<file path="config.mk">
export PLATFORM = sky130hd
export DESIGN_NAME = pcsc_status_irq
export DESIGN_NICKNAME = d
export VERILOG_FILES = /design/src/hw/pcsc_pkg.sv /design/src/hw/pcsc_status_irq.sv
export SDC_FILE = /design/constraint.sdc
export NUM_CORES = 1
export LEC_CHECK = 0
export ABC_CLOCK_PERIOD_IN_PS = 1200
export BUFFER_PORTS_ARGS = -buffer_cell sky130_fd_sc_hd__buf_2
export CAP_MARGIN = 10
export CELL_PAD_IN_SITES_DETAIL_PLACEMENT = 1
export CELL_PAD_IN_SITES_GLOBAL_PLACEMENT = 1
export CORE_MARGIN = 2
export CORE_UTILIZATION = 33
export DETAILED_ROUTE_END_ITERATION = 8
export PLACE_DENSITY = 0.82
export SYNTH_ARGS = -nofsm -noshare
export SYNTH_HDL_FRONTEND = slang
export SYNTH_SLANG_ARGS = --single-unit
</file>
<file path="constraint.sdc">
create_clock -name clk_in -period 1.2 [get_ports clk_in]
set_input_delay 0.24 -clock clk_in [delete_from_list [all_inputs] [get_ports clk_in]]
set_output_delay 0.24 -clock clk_in [all_outputs]
set_load 0.005 [all_outputs]
</file>
<file path="src/hw/pcsc_pkg.sv">
// Package with register map, field positions and types for the socket status-change block.
// Function
// RQ1 - With memory mode bit clear, an access drives register-select pin from setting bit.
// RQ2 - Flag register resets on power-up and hardware standby, holds on software reset.
// RQ3 - Writing 1 to flag bit 7 interrupts only while card-detect enable is set.
// RQ4 - Flag bit 6 picks power switch: 0 parallel type, 1 serial switch.
// RQ5 - Pulse mode: bit 5 latches on chosen IREQ edge, cleared by 0, resets to 1.
// RQ6 - Level mode: bit 5 reads inverted IREQ pin; reads 0 for memory cards.
// RQ7 - I/O card: bit 4 sets on STSCHG falling, clears by 0, memory reads 0.
// RQ8 - Bit 3 sets when either card-detect input changes; clears by writing 0.
// RQ9 - Memory card: bit 2 sets on READY rising, clears by 0, I/O reads 0.
// RQ10 - Memory card: bit 1 shows battery warning on pin change; cleared by 0.
// RQ11 - Memory card: bit 0 shows battery dead on pin change; cleared by 0.
// RQ12 - Enable bits gate matching factors; enable register holds across software reset.
// RQ13 - Change-reset enable set: card change initialises general and software control.
// RQ14 - Mode 00 no IREQ interrupt, 01 low level, 10 falling edge.
// RQ15 - Mode 11 is pulse mode interrupting on IREQ rising edge.
// RQ16 - STSCHG enable bit 4 gates the STSCHG falling-edge interrupt.
// RQ17 - Card-detect enable bit 3 gates the card-detect change interrupt.
// RQ18 - Ready enable bit 2 gates the READY rising interrupt.
// RQ19 - Battery-warning enable bit 1 gates the warning interrupt.
// RQ20 - Battery pins decode 11 good, 01 warning, 10 or 00 dead.
// RQ21 - General control bit 5 selects I/O card when 1, memory card when 0.
// RQ22 - Battery-dead enable bit 0 gates the dead interrupt.
// RQ23 - One socket interrupt output is high while any flag and its enable are set.
package pcsc_pkg;

	// ****************************************************************
	// Register byte addresses on APB.
	// ****************************************************************
	localparam logic [7:0] OFS_GEN_CTRL   = 8'h00;
	localparam logic [7:0] OFS_FLAGS      = 8'h04;
	localparam logic [7:0] OFS_IRQ_EN     = 8'h08;
	localparam logic [7:0] OFS_SW_CTRL    = 8'h0c;
	localparam logic [7:0] OFS_RESET_CTRL = 8'h10;

	// ****************************************************************
	// Field positions and reset values.
	// ****************************************************************
	localparam int BIT_SOFT_CD    = 7;
	localparam int BIT_POWER_SWITCH_SELECT    = 6;
	localparam int BIT_IRQ_FLAG   = 5;
	localparam int BIT_STSCHG     = 4;
	localparam int BIT_CD_CHANGE  = 3;
	localparam int BIT_READY_CHG  = 2;
	localparam int BIT_BATT_WARN  = 1;
	localparam int BIT_BATT_DEAD  = 0;
	localparam int BIT_CHG_RESET  = 7;
	localparam int BIT_MODE_HI    = 6;
	localparam int BIT_MODE_LO    = 5;
	localparam int BIT_CARD_TYPE  = 5;
	localparam int BIT_MEM_MODE   = 3;
	localparam int BIT_REG_SELECT = 0;
	localparam int BIT_SW_RESET   = 0;
	localparam int BIT_HW_STANDBY = 1;
	localparam logic [7:0] RST_FLAGS  = 8'h20;
	localparam logic [7:0] RST_ZERO   = 8'h00;
	localparam logic [4:0] SW_CTRL_MASK = 5'h1f;

	// Battery pin pair decode values, pair ordered {volt_two, volt_one}.
	localparam logic [1:0] BATT_WARN = 2'h1;

	typedef enum logic [1:0] {
		IRQ_MODE_OFF,
		IRQ_MODE_LEVEL,
		IRQ_MODE_FALL,
		IRQ_MODE_RISE
	} pcsc_irq_mode_e;

	// Card-side pins sampled together.
	typedef struct packed {
		logic card_ready_input;
		logic card_detect_one_input;
		logic card_detect_two_input;
		logic battery_volt_one_input;
		logic battery_volt_two_input;
	} pcsc_pins_s;

endpackage

</file>
<file path="src/hw/pcsc_status_irq.sv">
// Socket status-change flags, interrupt enables and register-select drive.
module pcsc_status_irq
	import pcsc_pkg::*;
(
	input  wire logic       clk_in,
	input  wire logic       rst_in,
	input  wire logic       psel_in,
	input  wire logic       penable_in,
	input  wire logic       pwrite_in,
	input  wire logic [7:0] paddr_in,
	input  wire logic [31:0] pwdata_in,
	output logic [31:0]     prdata_out,
	output logic            pready_out,
	output logic            pslverr_out,
	input  wire pcsc_pins_s pins_in,
	input  wire logic       card_access_in,
	output logic            card_register_select_pin_out,
	output logic            power_switch_select_out,
	output logic            socket_irq_out
);

	// ****************************************************************
	// Register state.
	// ****************************************************************
	logic [7:0]     gen_ctrl_q;
	logic [7:0]     flags_q;
	logic           soft_cd_q;
	logic           power_switch_select_q;
	logic           irq_flag_q;
	logic           stschg_flag_q;
	logic           cd_flag_q;
	logic           ready_flag_q;
	logic           batt_warn_q;
	logic           batt_dead_q;
	logic           pulse_mode;
	logic [7:0]     irq_en_q;
	logic [4:0]     sw_ctrl_q;
	logic           hw_standby_q;
	pcsc_pins_s     pins_q;
	logic           io_card;
	logic           mem_card;
	pcsc_irq_mode_e mode;
	logic           wr_acc;
	logic           rd_acc;
	logic           wr_flags;
	logic [7:0]     wd;
	logic           cd_change;
	logic           batt_change;
	logic           irq_edge;
	logic           chg_reset;
	logic           power_up;
	logic [7:0]     flags_view;
	logic           irq_pending;

	assign io_card  = gen_ctrl_q[BIT_CARD_TYPE]; // RQ21
	assign mem_card = ~io_card; // RQ21
	assign mode = pcsc_irq_mode_e'({irq_en_q[BIT_MODE_HI],
		irq_en_q[BIT_MODE_LO]});
	assign pulse_mode = (mode == IRQ_MODE_FALL) || (mode == IRQ_MODE_RISE);
	assign wd = pwdata_in[7:0];
	assign wr_acc = psel_in & penable_in & pwrite_in;
	assign rd_acc = psel_in & ~pwrite_in;
	assign wr_flags = wr_acc & (paddr_in == OFS_FLAGS);
	// Power-up reset plus hardware standby both reinitialise the flags.
	assign power_up = rst_in | hw_standby_q; // RQ2
	// Each flag bit has its own register; this is the packed view.
	assign flags_q = {soft_cd_q, power_switch_select_q, irq_flag_q, stschg_flag_q,
		cd_flag_q, ready_flag_q, batt_warn_q, batt_dead_q};

	// Pin edges are taken against the previous sampled value.
	assign cd_change = (pins_in.card_detect_one_input
		!= pins_q.card_detect_one_input)
		| (pins_in.card_detect_two_input
		!= pins_q.card_detect_two_input);
	assign batt_change = (pins_in.battery_volt_one_input
		!= pins_q.battery_volt_one_input)
		| (pins_in.battery_volt_two_input
		!= pins_q.battery_volt_two_input);
	// The ready pin carries IREQ on I/O cards.
	assign irq_edge = (mode == IRQ_MODE_FALL)
		? (pins_q.card_ready_input & ~pins_in.card_ready_input) // RQ14
		: (~pins_q.card_ready_input & pins_in.card_ready_input); // RQ15
	assign chg_reset = cd_change & irq_en_q[BIT_CHG_RESET]; // RQ13

	// ****************************************************************
	// Pin history.
	// ****************************************************************

	// Previous pin values for edge detection. The history keeps tracking
	// the pins through reset, so no false edge appears on release.
	always_ff @(posedge clk_in) begin
		pins_q <= pins_in;
	end

	// Standby control; the software reset bit is not stored and reads 0,
	// since software reset has no effect on these registers.
	always_ff @(posedge clk_in) begin
		if (rst_in) begin
			hw_standby_q <= 1'b0;
		end else if (wr_acc && paddr_in == OFS_RESET_CTRL) begin
			hw_standby_q <= wd[BIT_HW_STANDBY];
		end
	end

	// ****************************************************************
	// Socket control registers.
	// ****************************************************************

	// A card swap can wipe control; it beats a same-cycle write.
	always_ff @(posedge clk_in) begin
		if (rst_in || chg_reset) begin // RQ13
			gen_ctrl_q <= RST_ZERO;
			sw_ctrl_q  <= '0;
		end else if (wr_acc && paddr_in == OFS_GEN_CTRL) begin
			gen_ctrl_q <= wd;
		end else if (wr_acc && paddr_in == OFS_SW_CTRL) begin
			sw_ctrl_q <= wd[4:0] & SW_CTRL_MASK;
		end
	end

	// Enables reset only at power-up and hold otherwise.
	always_ff @(posedge clk_in) begin
		if (rst_in) begin // RQ12
			irq_en_q <= RST_ZERO;
		end else if (wr_acc && paddr_in == OFS_IRQ_EN) begin
			irq_en_q <= wd;
		end
	end

	// ****************************************************************
	// Status-change flags; hardware set wins over software clear.
	// ****************************************************************

	// Software-owned bits 7 and 6 are plain read/write.
	always_ff @(posedge clk_in) begin
		if (power_up) begin // RQ2
			soft_cd_q <= RST_FLAGS[BIT_SOFT_CD];
			power_switch_select_q <= RST_FLAGS[BIT_POWER_SWITCH_SELECT];
		end else if (wr_flags) begin
			soft_cd_q <= wd[BIT_SOFT_CD]; // RQ3
			power_switch_select_q <= wd[BIT_POWER_SWITCH_SELECT]; // RQ4
		end
	end

	// IREQ latch is used in the edge modes only.
	always_ff @(posedge clk_in) begin
		if (power_up) begin
			irq_flag_q <= RST_FLAGS[BIT_IRQ_FLAG]; // RQ5
		end else if (io_card && pulse_mode && irq_edge) begin
			irq_flag_q <= 1'b1; // RQ5
		end else if (wr_flags && !wd[BIT_IRQ_FLAG] && pulse_mode) begin
			// Outside pulse mode the bit is a read-only pin view.
			irq_flag_q <= 1'b0; // RQ5 RQ6
		end
	end

	// STSCHG falling edge on I/O cards.
	always_ff @(posedge clk_in) begin
		if (power_up) begin
			stschg_flag_q <= RST_FLAGS[BIT_STSCHG];
		end else if (io_card && pins_q.battery_volt_one_input
			&& !pins_in.battery_volt_one_input) begin
			stschg_flag_q <= 1'b1; // RQ7
		end else if (wr_flags && !wd[BIT_STSCHG]) begin
			stschg_flag_q <= 1'b0; // RQ7
		end
	end

	// Card-detect change regardless of card type.
	always_ff @(posedge clk_in) begin
		if (power_up) begin
			cd_flag_q <= RST_FLAGS[BIT_CD_CHANGE];
		end else if (cd_change) begin
			cd_flag_q <= 1'b1; // RQ8
		end else if (wr_flags && !wd[BIT_CD_CHANGE]) begin
			cd_flag_q <= 1'b0; // RQ8
		end
	end

	// READY rising on memory cards.
	always_ff @(posedge clk_in) begin
		if (power_up) begin
			ready_flag_q <= RST_FLAGS[BIT_READY_CHG];
		end else if (mem_card && !pins_q.card_ready_input
			&& pins_in.card_ready_input) begin
			ready_flag_q <= 1'b1; // RQ9
		end else if (wr_flags && !wd[BIT_READY_CHG]) begin
			ready_flag_q <= 1'b0; // RQ9
		end
	end

	// Battery state follows the pin pair whenever it changes on a memory card.
	always_ff @(posedge clk_in) begin
		if (power_up) begin
			batt_warn_q <= RST_FLAGS[BIT_BATT_WARN];
			batt_dead_q <= RST_FLAGS[BIT_BATT_DEAD];
		end else if (mem_card && batt_change) begin
			batt_warn_q <= ({pins_in.battery_volt_two_input,
				pins_in.battery_volt_one_input} == BATT_WARN); // RQ10 RQ20
			batt_dead_q <= ~pins_in.battery_volt_one_input; // RQ11 RQ20
		end else if (wr_flags) begin
			if (!wd[BIT_BATT_WARN]) begin
				batt_warn_q <= 1'b0; // RQ10
			end
			if (!wd[BIT_BATT_DEAD]) begin
				batt_dead_q <= 1'b0; // RQ11
			end
		end
	end

	// ****************************************************************
	// Read view and interrupt.
	// ****************************************************************

	// Type-dependent bits read zero for the wrong card type.
	always_comb begin
		flags_view = flags_q;
		if (mode == IRQ_MODE_OFF || mode == IRQ_MODE_LEVEL) begin
			flags_view[BIT_IRQ_FLAG] = ~pins_in.card_ready_input; // RQ6 RQ14
		end
		if (!io_card) begin
			flags_view[BIT_IRQ_FLAG] = 1'b0; // RQ6
			flags_view[BIT_STSCHG]   = 1'b0; // RQ7
		end else begin
			flags_view[BIT_READY_CHG] = 1'b0; // RQ9
			flags_view[BIT_BATT_WARN] = 1'b0; // RQ10
			flags_view[BIT_BATT_DEAD] = 1'b0; // RQ11
		end
	end

	// Every gated factor is ORed onto the one socket line.
	always_comb begin
		irq_pending = |(flags_view[4:0] & irq_en_q[4:0]); // RQ12 RQ16 RQ17 RQ18 RQ19 RQ22
		if (flags_q[BIT_SOFT_CD] && irq_en_q[BIT_CD_CHANGE]) begin
			irq_pending = 1'b1; // RQ3
		end
		if (io_card && mode != IRQ_MODE_OFF && flags_view[BIT_IRQ_FLAG]) begin
			irq_pending = 1'b1; // RQ14 RQ15
		end
	end

	// Interrupt and pin outputs come from flip-flops.
	always_ff @(posedge clk_in) begin
		if (rst_in) begin
			socket_irq_out               <= 1'b0;
			power_switch_select_out      <= 1'b0;
			card_register_select_pin_out <= 1'b0;
		end else begin
			socket_irq_out          <= irq_pending; // RQ23
			power_switch_select_out <= flags_q[BIT_POWER_SWITCH_SELECT]; // RQ4
			if (card_access_in && !gen_ctrl_q[BIT_MEM_MODE]) begin
				card_register_select_pin_out <= gen_ctrl_q[BIT_REG_SELECT]; // RQ1
			end
		end
	end

	// APB answers in the access cycle; read data is registered at setup.
	always_ff @(posedge clk_in) begin
		if (rst_in) begin
			prdata_out  <= '0;
			pready_out  <= 1'b0;
			pslverr_out <= 1'b0;
		end else begin
			pready_out  <= psel_in & ~penable_in;
			pslverr_out <= psel_in & ~penable_in
				& (paddr_in > OFS_RESET_CTRL | paddr_in[1:0] != 2'h0);
			if (rd_acc && !penable_in) begin
				unique case (paddr_in)
					OFS_GEN_CTRL: prdata_out <= {24'h0, gen_ctrl_q};
					OFS_FLAGS:    prdata_out <= {24'h0, flags_view};
					OFS_IRQ_EN:   prdata_out <= {24'h0, irq_en_q};
					OFS_SW_CTRL:  prdata_out <= {27'h0, sw_ctrl_q};
					OFS_RESET_CTRL: prdata_out <= {30'h0, hw_standby_q, 1'b0};
					default:      prdata_out <= 32'h0;
				endcase
			end
		end
	end
endmodule

</file>
==> flow_metrics.py, run 1 <==
metrics = {
    "timing": {
        "rsz0062_at_grt": "yes",
        "min_period_ns": 1.23,
        "fmax_ghz": 0.815,
        "skew_ns": 0.00825,
        "period_share_pct": 102,
        "finalHoldViolCount": 0,
        "fin_ws_ns": -0.0271,
        "whs_ns": 0.0459,
        "finalSetupViolCount": 2,
        "drv_slew": 0,
    },
    "yosys": {
        "synth_cell_types": 48,
        "seq_area_frac_synth_pct": 39.9,
        "avgSynthCellArea_sq_um": 9.48,
        "netlist_area_sq_um": 2410,
        "yosysWarnings": 0,
        "yosys.area.top_type_share_pct": 39.9,
        "syn_inst": 254,
        "yosys_register_bits": 48,
        "synth_commonest_cells": "dfxtp_1, nor2_1, buf_4",
        "synthTopCellsByArea": "dfxtp_1, mux2i_1, buf_4, nor2_1, a21oi_1",
        "async_flop_share_pct": 0,
        "synth_top_flop_cell": "dfxtp_1",
        "synth_area_leader_cell": "dfxtp_1",
        "yosys.cell_count.top_type": "dfxtp_1",
        "synth-edff-count": 0,
    },
    "routing": {
        "vias_per_cell": 4.79,
        "wl_microns": 6280,
        "drc_errors": 0,
        "wl_per_cell_microns": 14.8,
        "vias": 2028,
        "drt_first_pass_iters": 4,
        "postRouteAntennaNets": 0,
        "drt_first_iter_violations": 76,
    },
    "setup_path": {
        "critical_path.max_stage_delay_ns": 0.34,
        "worstSetupStartpointType": "flip-flop",
        "cp_num_buf_inv": 1,
        "cp-end-kind": "flip-flop",
        "worst-path-max-fanout": 3,
        "arrival_ns": 1.43,
        "crit_chain": "mux2i_1 > o32ai_1 > buf_4 > a221oi_4 > nor3_2",
        "critPathKind": "flip-flop to flip-flop",
        "critPathRequiredTime_ns": 1.40,
        "rrSetupSlack_ns": -0.03,
        "cp_top_family": "compound AO/OA/AOI/OAI gates",
        "critPathSlowestCell": "dfxtp_2",
    },
    "min_path": {
        "hold_path.class": "primary input to flip-flop",
    },
    "global_routing": {
        "grt_usage_pct": 16.8,
        "grt_pass1_vias": 2051,
        "overflow": 0,
        "grt_max_degree": 17,
        "grt_pass1_wl_microns": 10100,
        "antenna_found_initial": 0,
    },
    "floorplanning": {
        "die_area_sq_um": 7990,
        "core_sq_um": 7180,
        "row_count": 31,
        "pin_count": 88,
        "start_util_pct": 33.5,
        "die_h_microns": 89.4,
        "die_w_microns": 89.4,
    },
    "clocking": {
        "cts.sinks": 48,
        "cts.path.max_buffers": 2,
        "cts_buffers": 5,
        "cts_tree": "done",
        "h-tree-depth": 2,
        "cts-hold-fix-buffers": 0,
        "cts_setup_buffers": 0,
        "root_buffer": "clkbuf_8",
        "clk_pin_slew_ns": 0.10,
        "clkLatencyLatePin_ns": 0.31,
    },
    "placement": {
        "gp_congestion": 0.788,
        "place_inst": 415,
        "portBuffers": 39,
        "post-place-ws_ns": -0.279,
        "hpwl_microns": 4660,
    },
    "status": {
        "violations": "negative setup slack",
        "status": "finished, violations left",
    },
    "final_layout": {
        "fin_cells": 423,
        "n_antenna_cell": 0,
        "fillers": 847,
        "final_core_util_pct": 42.2,
        "syn_to_final_growth_pct": 25.8,
        "layout-drive-gt1-share_pct": 35.2,
        "nNetsFinal": 374,
    },
    "job": {
        "drv_cap": 0,
    },
    "power_and_ir_drop": {
        "p_leak_nw": 1.40,
        "power_density_nw_per_um2": 1120,
        "ir_worst_vdd_mv": 0.424,
        "power_mw": 3.39,
    },
}
-- placed cells by master, fill, tap and decap left out, types with 4 or more instances in the layout --
cell      count
buf_4        33
nor2_1       26
clkbuf_8      5
o21ai_0       9
mux2i_1      24
nand3_1       9
dfxtp_1      43
dfxtp_2       4
conb_1       24
nand2_1      15
buf_2        39
nor2b_1       4
a21oi_1      16
nand2b_1      5
-- per-stage QoR --
stage / setup TNS [ns] / area [sq um]
2_1_floorplan: -1.04 / 2510
4_1_cts: -0.0200 / 3000
6_report: -0.0425 / 3030
5_1_grt: -0.293 / 3030
3_5_place_dp: -6.97 / 2850
3_3_place_gp: -5.44 / 2850
-- kinds of logic (layout without fill, tap and decap cells) --
logic type                Yosys count  in the layout  synth area share [%]
DFF                                48             48                  39.9
AOI/OAI and AO/OA                  43             43                  11.9
other                               1             24                 0.156
xor gates and xnor gates            4              4                  1.46
and+or+nand+nor                    91             91                  22.0
buffers and inverters              39             86                  11.8
muxes                              28             28                  12.8
-- what timing repair did --
| action | 4_1_cts | 5_1_grt |
|---|---|---|
| resized for setup | 6 | 9 |
| endpoints found under the setup margin | 4 | 13 |
| cloned | 0 | 0 |
| endpoints found under the hold margin | 0 | 0 |
| pin swaps | 1 | 4 |
-- registers in the layout, indices dropped and copies added (netlist names), 5 cells and up --
| register | flops |
|---|---|
| gen_ctrl_q | 8 |
| irq_en_q | 8 |
| prdata_out | 8 |
| pins_q | 5 |
| sw_ctrl_q | 5 |
-- per-layer routing --
metal	part of all wire, %	global-route usage [%]	vias to the layer above
met5	0	0	-
met4	0.99	5.83	0
met3	5.7	3.79	7
met2	48	28.5	59
met1	45	21.0	978
li1	-	-	984
-- where the power goes --
| group | switching, mW | leakage (nW) | internal, mW | total, mW |
|---|---|---|---|---|
| Sequential | 0.0144 | 0.392 | 1.61 | 1.63 |
| Combinational | 0.187 | 0.936 | 0.153 | 0.340 |
| Clock | 0.584 | 0.0687 | 0.839 | 1.42 |
-- path summary, 6_finish.rpt --
check	startpoint	end	cells after the start
max reg2reg	irq_en_q[2]	prdata_out[2]	5
min	pins_in[2]	pins_q[2]	1
max	irq_en_q[2]	prdata_out[2]	5
min reg2reg	sw_ctrl_q[1]	sw_ctrl_q[1]	2
-- worst register-to-register path: stages, from the launching register on --
cell	delay, ns
dfxtp_2	0.34
mux2i_1	0.19
o32ai_1	0.12
buf_4	0.16
a221oi_4	0.26
nor3_2	0.07
-- layout make-up --
cell class | count | area, sq um | area share (%)
clock buffer | 5 | 68.8 | 2.27
clock inverter | 3 | 68.8 | 2.27
inverter | 3 | 11.3 | 0.372
multi-input combinational | 190 | 1280 | 42.4
sequential | 48 | 970 | 32.0
tap | 99 | 124 | 4.09
timing repair buffer | 75 | 503 | 16.6
(Power assumes the default switching activity.)
==> run 2, diff against run 1 <==
Settings changed: CORE_MARGIN 2 to default.
==> run 2 against run 1 <==
The run still ends with negative setup slack left; non-clock buffer count increased by 1; maximum frequency shrank 2.2%; sequential cell count stayed put; critical endpoint is now prdata_out[0]; largest power group unchanged; highest routed layer unchanged.
==> flow_metrics.py, run 2 (same netlist as run 1, synthesis figures left out) <==
metrics = {
    "clocking": {
        "cts_buffers": 5,
        "h-tree-depth": 2,
        "cts.path.max_buffers": 2,
        "cts_tree": "done",
        "root_buffer": "clkbuf_8",
        "clkLatencyLatePin_ns": 0.32,
        "cts.sinks": 48,
        "clk_pin_slew_ns": 0.10,
        "cts-hold-fix-buffers": 0,
    },
    "routing": {
        "wl_microns": 6580,
        "wl_per_cell_microns": 15.6,
        "postRouteAntennaNets": 0,
        "vias": 2061,
        "vias_per_cell": 4.90,
        "drc_errors": 0,
        "drt_first_iter_violations": 72,
        "drt_first_pass_iters": 4,
    },
    "floorplanning": {
        "row_count": 30,
        "core_sq_um": 6910,
        "die_w_microns": 87.4,
        "start_util_pct": 34.9,
        "die_area_sq_um": 7640,
        "die_h_microns": 87.4,
        "pin_count": 88,
    },
    "timing": {
        "finalSetupViolCount": 2,
        "min_period_ns": 1.26,
        "skew_ns": 0.0144,
        "finalHoldViolCount": 0,
        "period_share_pct": 105,
        "rsz0062_at_grt": "yes",
        "fin_ws_ns": -0.0552,
        "drv_slew": 0,
        "fmax_ghz": 0.797,
    },
    "setup_path": {
        "worst-path-max-fanout": 3,
        "cp-end-kind": "flip-flop",
        "critPathKind": "flip-flop to flip-flop",
        "critPathRequiredTime_ns": 1.40,
        "worstSetupStartpointType": "flip-flop",
        "arrival_ns": 1.45,
    },
    "final_layout": {
        "fin_cells": 421,
        "syn_to_final_growth_pct": 26.3,
        "fillers": 856,
        "final_cell_mix": "dfxtp_1, buf_2, buf_4",
        "multiInputGateArea_sq_um": 1340,
        "layout-drive-gt1-share_pct": 36.0,
        "layout.cells.most_common": "dfxtp_1",
        "register_area_sq_um": 971,
        "reg.largest.list": "gen_ctrl_q x8, irq_en_q x8, prdata_out x8",
        "n_antenna_cell": 0,
        "nNetsFinal": 375,
    },
    "power_and_ir_drop": {
        "ir_worst_vdd_mv": 0.478,
        "power_mw": 2.97,
        "power_density_nw_per_um2": 978,
        "p_leak_nw": 1.39,
    },
    "placement": {
        "hpwl_microns": 4740,
        "portBuffers": 39,
        "gp_congestion": 0.769,
        "place_inst": 414,
    },
    "global_routing": {
        "grt_max_degree": 17,
        "grt_usage_pct": 17.5,
        "grt_pass1_wl_microns": 10100,
        "grt_pass1_vias": 1994,
        "overflow": 0,
        "antenna_found_initial": 0,
    },
    "min_path": {
        "hold_path.class": "primary input to flip-flop",
    },
    "status": {
        "status": "finished, violations left",
        "violations": "negative setup slack",
    },
    "job": {
        "drv_cap": 0,
    },
}
[run 2: cell types whose count changed in the layout (fill, tap and decap cells not counted), moves of 2 or more]
cell and change:
a21oi_1 -2, a21oi_2 +2, bufinv_16 -2, dfxtp_2 -2
[run 2: metrics by stage]
| step | cell area [sq um] | setup slack (ns) | setup TNS, ns | hold slack [ns] | utilization (%) |
|---|---|---|---|---|---|
| CTS | 2970 | -0.0328 | -0.0404 | 0.0436 | 43.0 |
| finish | 3040 | -0.0552 | -0.101 | 0.0490 | 44.0 |
| floorplan | 2510 | -0.0450 | -1.04 | 0.268 | - |
| detailed placement | 2860 | -0.267 | -6.56 | 0.374 | 41.4 |
| global placement | 2860 | -0.198 | -5.18 | 0.369 | 41.4 |
| global route | 3040 | -0.110 | -0.230 | 0.0397 | 44.0 |
[run 2: layout make-up]
class	count	area share (%)
Sequential cell	48	31.9
Inverter	3	0.370
Timing Repair Buffer	76	16.8
Multi-Input combinational cell	190	44.0
Tap cell	96	3.95
Clock inverter	2	0.535
Clock buffer	6	2.39
[run 2: worst max-delay path, stage by stage, from the launching register on]
cell and delay (ns):
dfxtp_2 0.34, mux2i_1 0.18, o32ai_1 0.12, buf_4 0.16
a221oi_2 0.26, nor3_2 0.07
[run 2: worst paths after layout]
check,slack [ns],cells past startpoint,endpoint,start
worst min register to register,0.45,2,prdata_out[3],prdata_out[3]
worst max register to register,-0.06,5,prdata_out[0],irq_en_q[0]
worst max-delay path,-0.06,5,prdata_out[0],irq_en_q[0]
worst min-delay path,0.05,1,pins_q[3],pins_in[3]
[run 2: metal layers]
layer / up-vias / part of all wire (%) / global-route usage (%)
met5: - / 0 / 0
met4: 0 / 1.2 / 5.07
met3: 9 / 4.4 / 3.22
met2: 61 / 49 / 30.1
met1: 1003 / 46 / 22.3
li1: 988 / - / -
[run 2: report_power, final]
group,total (mW),switching (mW),internal (mW),leakage [nW]
clock network,0.988,0.572,0.415,0.0414
logic,0.359,0.199,0.160,0.952
registers,1.63,0.0149,1.61,0.393
total,2.97,0.786,2.19,1.39
[run 2: timing repair]
action                     4_1_cts  5_1_grt
pin swaps                        6        8
buffers inserted                 0        0
setup endpoints to repair        4       13
gates resized for setup         10       13
